===== config.mk =====
export PLATFORM = sky130hd
export DESIGN_NAME = aic_config_regs
export DESIGN_NICKNAME = d
export VERILOG_FILES = /design/src/rtl/aic_pkg.sv /design/src/rtl/aic_config_regs.sv /design/src/rtl/aic_decode.sv
export VERILOG_INCLUDE_DIRS = /design/src /design/src/rtl
export SDC_FILE = /design/constraint.sdc
export NUM_CORES = 1
export LEC_CHECK = 0
export ABC_AREA = 1
export BUFFER_PORTS_ARGS = -buffer_cell sky130_fd_sc_hd__buf_2
export CORE_MARGIN = 8
export CORE_UTILIZATION = 46
export DETAILED_ROUTE_END_ITERATION = 10
export PLACE_DENSITY_LB_ADDON = 0.1
export SYNTH_ARGS = -nofsm -noshare
export SYNTH_HDL_FRONTEND = slang
export SYNTH_SLANG_ARGS = --single-unit

===== constraint.sdc =====
create_clock -name mclk -period 2.35 [get_ports mclk]
set_input_delay 0.47 -clock mclk [delete_from_list [all_inputs] [get_ports mclk]]
set_output_delay 0.47 -clock mclk [all_outputs]
set_load 0.02 [all_outputs]

===== src/rtl/aic_map.svh =====
// offsets, field positions, reset values and timing counts of the config bank
`ifndef AIC_MAP_SVH
`define AIC_MAP_SVH

// ****************************************************************
// register offsets
// ****************************************************************
`define AIC_GIC_OFFSET    8'h02
`define AIC_CTS_OFFSET    8'h03

// ****************************************************************
// general_input_config field positions (lsb)
// ****************************************************************
`define AIC_AO_LSB        16
`define AIC_AI3_BIT       12
`define AIC_AI4_BIT       11
`define AIC_PAIR_LSB      8
`define AIC_RANGE_LSB     6
`define AIC_OVC_BIT       3

// ****************************************************************
// channel_test_select field positions (lsb)
// ****************************************************************
`define AIC_DIAG_LSB      12
`define AIC_SEL_LSB       8

// ****************************************************************
// codes and reset values
// ****************************************************************
`define AIC_AO_HIZ        4'h0
`define AIC_AO_V25        4'h1
`define AIC_AO_V12        4'h2
`define AIC_AO_I25        4'h6
`define AIC_AO_I2         4'h8
`define AIC_PAIR_OFF      3'h0
`define AIC_PAIR_DIFF     3'h4
`define AIC_PAIR_BAD_MIN  3'h5
`define AIC_SEL_NONE      4'h0
`define AIC_SEL_PAIR_HI   4'h9
`define AIC_SEL_PAIR_LO   4'hC
`define AIC_DIAG_OFF      2'h0
`define AIC_RANGE_RST     2'h0

// ****************************************************************
// timing
// ****************************************************************
`define AIC_CLK_MHZ       250
`define AIC_RETRY_MS      6
`define AIC_RETRY_CYCLES  (`AIC_RETRY_MS * `AIC_CLK_MHZ * 1000)

`endif


===== src/rtl/aic_pkg.sv =====
// types shared by the analog input config bank
package aic_pkg;

  // register access from the serial host interface
  typedef struct packed {
    logic        wr;
    logic        rd;
    logic [7:0]  addr;
    logic [23:0] wdata;
  } aic_req_t;

  // differential range as seen by the gain amplifier
  typedef enum logic [2:0] {
    AIC_RNG_NONE = 3'h0,
    AIC_RNG_12V5 = 3'h1,
    AIC_RNG_2V5  = 3'h2,
    AIC_RNG_500M = 3'h3,
    AIC_RNG_250M = 3'h4,
    AIC_RNG_125M = 3'h5
  } aic_range_t;

  // decoded controls toward the analog front end
  typedef struct packed {
    logic        input_three_on;
    logic        input_four_on;
    logic        pair_diff_on;
    aic_range_t  diff_range;
    logic [5:0]  diag_to_ground;
    logic [5:0]  diag_to_high;
    logic [3:0]  adc_channel;
  } aic_analog_t;

  // overcurrent handling in automatic policy
  typedef enum logic [1:0] {
    AIC_OVC_RUN  = 2'b01,
    AIC_OVC_WAIT = 2'b10
  } aic_ovc_state_t;

endpackage


===== src/rtl/aic_config_regs.sv =====
// general input config and channel test select registers with side effects
//
// Contract
// RULE_01: bit 12 is input three setup: 0 powered down at reset, 1 single-ended.
// RULE_02: in voltage output modes input three reads and holds 1.
// RULE_03: write leaving input three not 1 in voltage mode raises the flag.
// RULE_04: bit 11 is input four setup: 0 powered down, 1 single-ended.
// RULE_05: bits 10:8 pair setup: 000 off, 100 differential, 001-011 reserved.
// RULE_06: pair codes 101-111 are discarded, old value kept, flag raised.
// RULE_07: bits 7:6 pick differential range, code 00 depends on selector.
// RULE_08: policy 0: overcurrent gives high impedance, retries every 6 ms.
// RULE_09: policy 1: overcurrent clears output mode to 0000 until rewritten.
// RULE_10: six 2-bit diag fields, input one 23:22 down to six 13:12.
// RULE_11: diag code: 00 off, 01 ground, 10 high supply, 11 both.
// RULE_12: bits 11:8 select adc channel; a changing write aborts conversion.
// RULE_13: output mode 0000 high impedance, 0001 and 0010 voltage modes.
// RULE_14: reserved bits read zero and ignore writes.
// RULE_15: config invalid flag stays set until software clears it.
`timescale 1ns/1ps
`include "aic_map.svh"

module aic_config_regs #(
  parameter int unsigned RETRY_CYCLES = `AIC_RETRY_CYCLES
) (
  // clock and reset
  input  wire logic                 mclk,
  input  wire logic                 rst_n,
  // register access
  input  wire aic_pkg::aic_req_t    reg_req,
  output logic [23:0]               reg_rdata,
  output logic                      reg_rvalid,
  // fault and flag handling
  input  wire logic                 ovc_fault,
  input  wire logic                 flag_clear,
  output logic                      config_invalid_flag,
  // output stage and adc
  output logic [3:0]                ao_mode_out,
  output logic                      adc_abort,
  output aic_pkg::aic_analog_t      analog
);
  import aic_pkg::*;

  localparam int unsigned TW = $clog2(RETRY_CYCLES + 1);
  localparam logic [TW-1:0] RETRY_LAST = TW'(RETRY_CYCLES - 1);

  // ****************************************************************
  // helpers
  // ****************************************************************
  function automatic logic is_voltage(input logic [3:0] m);
    is_voltage = (m == `AIC_AO_V25) || (m == `AIC_AO_V12);  // [RULE_13]
  endfunction

  function automatic logic ao_code_ok(input logic [3:0] m);
    ao_code_ok = (m == `AIC_AO_HIZ) || is_voltage(m) ||
                 (m == `AIC_AO_I25) || (m == `AIC_AO_I2);
  endfunction

  // ****************************************************************
  // state
  // ****************************************************************
  logic [3:0]     output_mode_field_q;
  logic           input_three_setup_q;
  logic           input_four_setup_q;
  logic [2:0]     pair_five_six_setup_q;
  logic [1:0]     diff_range_select_q;
  logic           overcurrent_policy_q;
  logic [11:0]    diag_q;
  logic [3:0]     adc_channel_selector_q;
  logic           flag_q;
  aic_ovc_state_t ovc_q;
  aic_ovc_state_t ovc_d;
  logic [TW-1:0]  timer_q;
  logic [TW-1:0]  timer_d;

  // ****************************************************************
  // write decode
  // ****************************************************************
  wire logic        wr_gic  = reg_req.wr &&
                              (reg_req.addr == `AIC_GIC_OFFSET);
  wire logic        wr_cts  = reg_req.wr &&
                              (reg_req.addr == `AIC_CTS_OFFSET);
  wire logic [3:0]  ao_wr   = reg_req.wdata[`AIC_AO_LSB +: 4];
  wire logic [2:0]  pair_wr = reg_req.wdata[`AIC_PAIR_LSB +: 3];
  wire logic [3:0]  sel_wr  = reg_req.wdata[`AIC_SEL_LSB +: 4];
  wire logic        ao_ok   = ao_code_ok(ao_wr);
  wire logic [3:0]  ao_new  = ao_ok ? ao_wr : output_mode_field_q;
  wire logic        volt_new = is_voltage(ao_new);
  wire logic        ai3_bad = wr_gic && volt_new &&
                              !reg_req.wdata[`AIC_AI3_BIT];   // [RULE_03]
  wire logic        pair_bad = wr_gic &&
                              (pair_wr >= `AIC_PAIR_BAD_MIN); // [RULE_06]
  wire logic        ao_bad  = wr_gic && !ao_ok;
  wire logic        flag_set = ai3_bad || pair_bad || ao_bad;
  wire logic        sel_change = wr_cts &&
                              (sel_wr != adc_channel_selector_q); // [RULE_12]

  // ****************************************************************
  // overcurrent handling
  // ****************************************************************
  // only voltage modes react; current modes have their own limiting
  wire logic fault_now = ovc_fault && (ovc_q == AIC_OVC_RUN) &&
                         is_voltage(output_mode_field_q);
  wire logic host_trip = fault_now && overcurrent_policy_q;  // [RULE_09]
  wire logic auto_trip = fault_now && !overcurrent_policy_q; // [RULE_08]
  wire logic retry_due = (ovc_q == AIC_OVC_WAIT) && (timer_q == RETRY_LAST);

  always_comb begin
    ovc_d   = ovc_q;
    timer_d = timer_q;
    case (ovc_q)
      AIC_OVC_RUN: begin
        timer_d = '0;
        if (auto_trip) begin
          ovc_d = AIC_OVC_WAIT;                               // [RULE_08]
        end
      end
      AIC_OVC_WAIT: begin
        // each retry samples the fault; still present restarts the wait
        if (retry_due) begin
          timer_d = '0;
          if (!ovc_fault) begin
            ovc_d = AIC_OVC_RUN;                              // [RULE_08]
          end
        end else begin
          timer_d = timer_q + 1'b1;
        end
      end
      default: begin
        ovc_d   = AIC_OVC_RUN;
        timer_d = '0;
      end
    endcase
  end

  // ****************************************************************
  // next values of the output mode and effective output
  // ****************************************************************
  // a trip in host policy beats a same-cycle write: protection first
  wire logic [3:0] ao_mode_d = host_trip ? `AIC_AO_HIZ :
                               wr_gic ? ao_new : output_mode_field_q;
  wire logic [3:0] ao_out_d  = (ovc_d == AIC_OVC_WAIT) ? `AIC_AO_HIZ :
                               ao_mode_d;                     // [RULE_08]

  // ****************************************************************
  // read mux
  // ****************************************************************
  wire logic [23:0] gic_rd = {4'h0, output_mode_field_q, 3'h0,
                              input_three_setup_q, input_four_setup_q,
                              pair_five_six_setup_q, diff_range_select_q,
                              2'h0, overcurrent_policy_q, 3'h0}; // [RULE_14]
  wire logic [23:0] cts_rd = {diag_q, adc_channel_selector_q,
                              8'h00};                         // [RULE_14]
  wire logic [23:0] rdata_d =
    (reg_req.addr == `AIC_GIC_OFFSET) ? gic_rd :
    (reg_req.addr == `AIC_CTS_OFFSET) ? cts_rd : 24'h000000;

  // ****************************************************************
  // general input config register
  // ****************************************************************
  always_ff @(posedge mclk) begin
    if (!rst_n) begin
      output_mode_field_q   <= `AIC_AO_HIZ;
      input_three_setup_q   <= 1'b0;                          // [RULE_01]
      input_four_setup_q    <= 1'b0;                          // [RULE_04]
      pair_five_six_setup_q <= `AIC_PAIR_OFF;                 // [RULE_05]
      diff_range_select_q   <= `AIC_RANGE_RST;
      overcurrent_policy_q  <= 1'b0;
    end else begin
      output_mode_field_q <= ao_mode_d;                       // [RULE_09]
      if (wr_gic) begin
        // voltage mode forces input three on whatever was written
        input_three_setup_q <= volt_new ||
                               reg_req.wdata[`AIC_AI3_BIT];   // [RULE_02]
        input_four_setup_q  <= reg_req.wdata[`AIC_AI4_BIT];   // [RULE_04]
        if (!pair_bad) begin
          pair_five_six_setup_q <= pair_wr;                   // [RULE_06]
        end
        diff_range_select_q  <= reg_req.wdata[`AIC_RANGE_LSB +: 2];
        overcurrent_policy_q <= reg_req.wdata[`AIC_OVC_BIT];
      end
    end
  end

  // ****************************************************************
  // channel test select register
  // ****************************************************************
  always_ff @(posedge mclk) begin
    if (!rst_n) begin
      diag_q                 <= {6{`AIC_DIAG_OFF}};          // [RULE_10]
      adc_channel_selector_q <= `AIC_SEL_NONE;                // [RULE_12]
    end else if (wr_cts) begin
      diag_q                 <= reg_req.wdata[`AIC_DIAG_LSB +: 12];
      adc_channel_selector_q <= sel_wr;
    end
  end

  // ****************************************************************
  // flag, overcurrent state and outputs
  // ****************************************************************
  always_ff @(posedge mclk) begin
    if (!rst_n) begin
      flag_q      <= 1'b0;
      ovc_q       <= AIC_OVC_RUN;
      timer_q     <= '0;
      ao_mode_out <= `AIC_AO_HIZ;
      adc_abort   <= 1'b0;
      reg_rdata   <= 24'h000000;
      reg_rvalid  <= 1'b0;
    end else begin
      // set wins over a clear in the same cycle
      flag_q      <= flag_set || (flag_q && !flag_clear);    // [RULE_15]
      ovc_q       <= ovc_d;
      timer_q     <= timer_d;
      ao_mode_out <= ao_out_d;
      adc_abort   <= sel_change;                              // [RULE_12]
      reg_rvalid  <= reg_req.rd;
      reg_rdata   <= reg_req.rd ? rdata_d : 24'h000000;
    end
  end

  assign config_invalid_flag = flag_q;

  // ****************************************************************
  // analog controls
  // ****************************************************************
  aic_decode u_decode (
    .mclk                 (mclk),
    .rst_n                (rst_n),
    .input_three_setup    (input_three_setup_q),
    .input_four_setup     (input_four_setup_q),
    .pair_five_six_setup  (pair_five_six_setup_q),
    .diff_range_select    (diff_range_select_q),
    .diag_fields          (diag_q),
    .adc_channel_selector (adc_channel_selector_q),
    .analog               (analog)
  );

endmodule


===== src/rtl/aic_decode.sv =====
// registered decode of stored fields into analog front end controls
`timescale 1ns/1ps
`include "aic_map.svh"

module aic_decode (
  // clock and reset
  input  wire logic                 mclk,
  input  wire logic                 rst_n,
  // stored fields
  input  wire logic                 input_three_setup,
  input  wire logic                 input_four_setup,
  input  wire logic [2:0]           pair_five_six_setup,
  input  wire logic [1:0]           diff_range_select,
  input  wire logic [11:0]          diag_fields,
  input  wire logic [3:0]           adc_channel_selector,
  // decoded controls
  output aic_pkg::aic_analog_t      analog
);
  import aic_pkg::*;

  aic_analog_t analog_d;
  aic_range_t  range_d;
  logic [5:0]  gnd_d;
  logic [5:0]  high_d;

  // ****************************************************************
  // range decode
  // ****************************************************************
  // code 00 has meaning only with one of the two pair selector codes
  assign range_d =
    (diff_range_select == 2'h1) ? AIC_RNG_500M :
    (diff_range_select == 2'h2) ? AIC_RNG_250M :
    (diff_range_select == 2'h3) ? AIC_RNG_125M :
    (adc_channel_selector == `AIC_SEL_PAIR_HI) ? AIC_RNG_12V5 :
    (adc_channel_selector == `AIC_SEL_PAIR_LO) ? AIC_RNG_2V5 :
    AIC_RNG_NONE; // [RULE_07]

  // ****************************************************************
  // diagnostic switches, field 0 is input one at the top bits
  // ****************************************************************
  genvar i;
  generate
    for (i = 0; i < 6; i++) begin : g_diag
      assign gnd_d[i]  = diag_fields[2*(5-i)];     // [RULE_11]
      assign high_d[i] = diag_fields[2*(5-i)+1];   // [RULE_11]
    end
  endgenerate

  assign analog_d.input_three_on = input_three_setup;   // [RULE_01]
  assign analog_d.input_four_on  = input_four_setup;    // [RULE_04]
  assign analog_d.pair_diff_on   =
    (pair_five_six_setup == `AIC_PAIR_DIFF);            // [RULE_05]
  assign analog_d.diff_range     = range_d;
  assign analog_d.diag_to_ground = gnd_d;
  assign analog_d.diag_to_high   = high_d;
  assign analog_d.adc_channel    = adc_channel_selector;

  always_ff @(posedge mclk) begin
    if (!rst_n) begin
      analog <= '0;
    end else begin
      analog <= analog_d;
    end
  end

endmodule


Word level (Yosys, flattened, before mapping)
Cells that the tools add are included.
Operators by class
  add/sub/neg operators: 1
  order comparisons: 1
  eq/ne operators: 21
  muxes and demuxes: 14
  bitwise gates (word level): 5
  reductions and logical operators: 35
Operator list (number)
  $mux 20: 2
  $add 21x1->21 const B: 1
  $eq 21x21->1 const B: 1
  $eq 8x2->1 const B: 2
  $logic_and 1x1->1: 13
  $eq 4x1->1 const B: 3
  $eq 4x2->1 const B: 3
  $eq 4x4->1 const B: 3
  $mux 4: 3
  $logic_or 1x1->1: 10
  $mux 2: 5
  $mux 3: 3
  $eq 2x2->1 const B: 4
  $reduce_or 3->1: 2
  $not 1->1: 5
  $eq 2x1->1 const B: 2
  $eq 4x3->1 const B: 1
  $logic_not 1->1: 4
  $logic_not 4->1: 1
  $ne 4x4->1: 1
  $pmux 2 s2: 1
  $reduce_and 2->1: 2
  $reduce_or 2->1: 2
  $reduce_or 4->1: 1
  2 further kinds: 2
Word-level totals
  register bits after elaboration: 104
  bits of input ports: 38
  output and inout port bits: 53
  logic and storage cells: 102

Depth between registers and ports, before layout
  word-level depth: 13
  depth in mapped cells: 11
  gate-level depth less buffers: 11

Hierarchy
Synthesis repeated with hierarchy kept, for this count alone.
Unflattened totals
  cells, all modules: 485
  area total of the unflattened synthesis: 3900.0 sq um
By module, submodules not included
  aic_config_regs: instances 1, cells each 407, area an instance 3228.1 sq um, sequential area each 1541.5 sq um
  aic_decode: instances 1, cells each 78, area an instance 671.9 sq um, sequential area each 440.4 sq um

Least setup slack after synthesis
No wires, ideal clock.
  path type: input-to-reg
  from: input port reg_req[31] (netlist bit)
  to: register reg_rdata[16]
  setup time: 0.073 ns
  arrival: 1.372 ns
  data required time: 2.277 ns
  setup slack: 0.906 ns
  cell stages on the path: 7
  buffers on the path: 2
  path through: nor2_1 > and2_4 > nand4_4 > or2_1 > buf_2 > buf_6 > o22ai_2
Between the ends
  cells in the longest elaborated chain, start to end: 3
Ends and longest elaborated chain
  from (decl): RTL line aic_config_regs.sv:29  | input wire aic_pkg::aic_req_t reg_req,
  $eq 8x2->1 (no source line)
  $mux 20: RTL line aic_config_regs.sv:155  | (reg_req.addr == `AIC_CTS_OFFSET) ? cts_rd : 24'h000000;
  $mux 20 (*): RTL line aic_config_regs.sv:154  | (reg_req.addr == `AIC_GIC_OFFSET) ? gic_rd :
  to (signal assigned): RTL line aic_config_regs.sv:217  | reg_rdata <= reg_req.rd ? rdata_d : 24'h000000;
  to (decl): RTL line aic_config_regs.sv:30  | output logic [23:0] reg_rdata,
Every way passes the cells marked *; elsewhere a longest branch is shown, timed or not.
A chain may end at the register's enable or synchronous reset.

Worst setup path after layout
  from: register timer_q[0]
  to: register timer_q[15]
Between the ends
  cells in the longest elaborated chain, start to end: 3
Ends and longest elaborated chain
  from (decl): RTL line aic_config_regs.sv:72  | logic [TW-1:0] timer_q;
  from (signal assigned): RTL line aic_config_regs.sv:213  | timer_q <= timer_d;
  branches (longest 3 deep; another with $add 21x1->21)
Several ways; the timed one is not identified.

==> reports/results.txt <==
The mean area per synthesized cell was 8.11 µm²; the number of clock buffers inserted by TritonCTS was 9. Compared with the post-synthesis result, the final layout area differs by 17.2%. For the number of antenna violations at the first check in global routing, the log shows 0. The clock period could shrink to 1.69 ns.

The number of instances resized during post-cts repair came out at 0. Clock-pin slew on the worst setup and hold paths: 0.10 ns. The path class of the tightest hold or removal check is input pin to register.

The kind of cell adding the most delay to the critical path is simple AND/OR/NAND/NOR gates. The global placer's final weighted congestion came out at 0.827. The final layout contains routed wiring with a total length of 8620 µm. After global routing, the most crowded layer is met2. The logs give 3,161 for the number of global-route vias before repair and 0 for the number of nets with antenna violations after routing.

The floorplan step set the die height to 108 µm. The first detailed-routing pass took 4 iterations. The clock tree buffer depth is 2.

The critical path goes through ha_1 > nand2_2 > nor2_4 > nand3_1 > nor2_1 > nand2_1 > nand3_1 > buf_4 > nor2_1. The worst setup path is of the register to register kind. Width of the die: 108 µm.

The first global-routing pass estimated 14,300 µm of wire. Entering global routing, the biggest net connects 34 pins. Summing over every cut layer, the via total after detailed routing is 3,212. The root buffer cell was clkbuf_8. Based on the critical path, the design can be clocked at up to 0.592 GHz.

After the first detailed-routing iteration, the DRC count stood at 96. Sequential cells were found to cover 50.8% of the synthesized design area. The maximum single-stage delay on the critical path works out to 0.41 ns. For the number of top-level design ports, the log shows 91. Across the run, the number of max-cap violations was 0.

At the worst endpoint, the required time is 2.60 ns. The run gives 0 as the hold violation count in the final report. For the initial standard-cell utilization of the core, the log shows 47.5%. The repair_antennas step left the layout with diodes totalling 0. Counting distinct cell types in the post-synthesis netlist gives 39. Detailed placement ended at an HPWL of 6540 µm. The share of the clock period used by the worst path after layout is 71.9%. STA classifies the critical path startpoint as a register.

Critical path capture point type: a register. The count of input and output buffers is 80, and the relative slew slack is 51.9%. The H-tree depth reported by CTS is 3, and the final-stage net count is 601. The count of state elements after synthesis came out at 99. The tools report the number of max-slew violations in the final report as 0.

The run gives 0 as the number of buffers inserted by post-CTS setup repair. Setup repair after global routing left no endpoint under its margin. Cells with a size suffix above 1 make up 21.8% of the layout.

The maximum resistive drop on vdd was 0.300 mV; the detail-routed via count per cell was 4.79. At the pin with the least slew margin, the transition time is 0.721 ns. The run gives 33 as the number of placement rows. The remaining design rule violation count is 0, and the met1 usage in global routing is 18.0%. The endpoint arrival time on the critical path was 1.94 ns. The die outline area was 11,700 µm²; the core box area was 8220 µm². After technology mapping, the gate count stands at 481. After global routing the overflow that remains totals 0. On the critical path, the stage with the largest delay is an instance of dfxtp_1.

The final sum of negative setup slack was 0 ns. Across the routed clock network, the largest skew measured is 0.0138 ns. Power spread over the standard cell area amounts to 648 nW/µm². In the global route stage, overall resource usage came out at 15.1%. In this run the static leakage power is 2.11 nW. After synthesis the cells add up to 3900 µm². Setup violations remaining at the end of the flow were counted as 0. The number of hold buffers added after CTS was 0. Clock latency on the worst-skew pair, taken at its later pin, is 0.37 ns. After detailed routing, the average wire length per cell comes to 12.9 µm. Final instance count without filler cells: 670. At the end of the flow the core is filled with cells to 55.6%. TritonCTS built the clock tree.

The clock net sink count came out at 99. The library cells used most frequently in the layout, excluding fill and tap cells, are dfxtp_1, inv_1, buf_2, nand2_1, nor2_1. The run finished with clean final reports.

For this run, global-route usage on met3 was measured as 5.06%. The run gives 654 as the number of instances in the placed design. Global routing consumed, on the met2 layer, 25.0% of the routing resources. The tools report the Yosys warning count as 0. The combined buffer and inverter count along the critical path was 1; the biggest fanout along the worst timing path was 21. Leaving out fill and tap cells, the most frequent cell in the layout is dfxtp_1.
metal layers:
metal / wire, µm / vias to the layer above / part of all wire [%]
li1: - / 1672 / -
met1: 3830 / 1458 / 44
met4: 94 / 0 / 1.1
met5: 0 / - / 0
met3: 531 / 12 / 6.2
met2: 4160 / 70 / 48
cells by family after synthesis:
group	after synthesis	synth area share, %
XOR/XNOR	12	2.69
adder cells (fa/ha/maj)	3	0.963
buffers and inverters	109	11.6
AND/OR/NAND/NOR	191	24.0
AO/OA/AOI/OAI	66	9.79
flip-flops	99	50.8
other	1	0.0962
tightest hold or removal path, stage by stage:
cell and delay [ns]:
buf_2 0.08, nand2_1 0.05, inv_1 0.07
cell type report:
type	instances	area [µm²]
Clock inverter	7	93.8
Inverter	91	347
Tap cell	105	131
Timing Repair Buffer	82	415
Multi-Input combinational cell	277	1480
Clock buffer	9	124
Sequential cell	99	1980
Fill cell	801	3640
through the flow:
step	total power, mW	hold WS (ns)	worst slack [ns]	area, µm²
after global placement	1.84	0.413	0.429	4350
after global routing	3.09	0.326	0.494	4570
after CTS	3.00	0.315	0.622	4570
final	2.96	0.333	0.660	4570
after floorplan	1.79	0.407	0.906	3920
after detailed placement	1.84	0.418	0.418	4350
Yosys cell counts:
| cell type | instances | area, µm² |
|---|---|---|
| nor2_1 | 42 | 158 |
| nand4_1 | 8 | 50.1 |
| a41oi_1 | 1 | 8.76 |
| buf_6 | 1 | 11.3 |
| or2_2 | 1 | 6.26 |
| nand2_1 | 67 | 251 |
| conb_1 | 1 | 3.75 |
| inv_1 | 89 | 334 |
| o31ai_1 | 1 | 7.51 |
| ha_1 | 3 | 37.5 |
| dfxtp_1 | 99 | 1980 |
| nor3b_1 | 3 | 22.5 |
| nor4_1 | 1 | 6.26 |
| o21ai_1 | 1 | 5.00 |
| nor3_1 | 20 | 100 |
| nor3_2 | 1 | 10.0 |
| o22ai_1 | 6 | 37.5 |
| a21oi_1 | 33 | 165 |
| a22oi_1 | 6 | 45.0 |
| clkbuf_1 | 5 | 18.8 |
| or2_1 | 1 | 6.26 |
| clkinv_4 | 1 | 8.76 |
| nand3b_1 | 2 | 15.0 |
| nand3_1 | 26 | 130 |
| and2_4 | 1 | 8.76 |
| xor2_1 | 5 | 43.8 |
| nand3_2 | 2 | 20.0 |
| o22ai_2 | 3 | 37.5 |
| or3_1 | 1 | 6.26 |
| buf_4 | 7 | 52.6 |
| xnor2_1 | 7 | 61.3 |
| nor2_4 | 5 | 56.3 |
| nor2_2 | 4 | 25.0 |
| nand3_4 | 1 | 17.5 |
| buf_2 | 5 | 25.0 |
| inv_2 | 1 | 3.75 |
| nand2_2 | 4 | 25.0 |
| nand4_4 | 1 | 21.3 |
| o21ai_0 | 15 | 75.1 |
state kept, by name, indices dropped and copies added, names as in the netlist:
| register | count |
|---|---|
| adc_abort | 1 |
| adc_channel_selector_q | 4 |
| ao_mode_out | 4 |
| config_invalid_flag | 1 |
| diag_q | 12 |
| diff_range_select_q | 2 |
| input_four_setup_q | 1 |
| input_three_setup_q | 1 |
| output_mode_field_q | 4 |
| ovc_q | 2 |
| overcurrent_policy_q | 1 |
| pair_five_six_setup_q | 3 |
| reg_rdata | 19 |
| reg_rvalid | 1 |
| timer_q | 21 |
| u_decode.analog | 22 |
where the power goes:
part	switching (mW)	internal, mW	total, mW
combinational	0.0734	0.0407	0.114
sequential	0.00273	1.68	1.68
clock	0.639	0.524	1.16
path summary, 6_finish.rpt:
path,start,end,slack [ns],cells after the start
hold reg to reg,diag_q[2],reg_rdata[14],0.42,2
setup reg to reg,timer_q[0],timer_q[15],0.66,9
setup / recovery,timer_q[0],timer_q[15],0.66,9
hold / removal,reg_req[32],reg_rvalid,0.33,3
(Power assumes the default switching activity.)
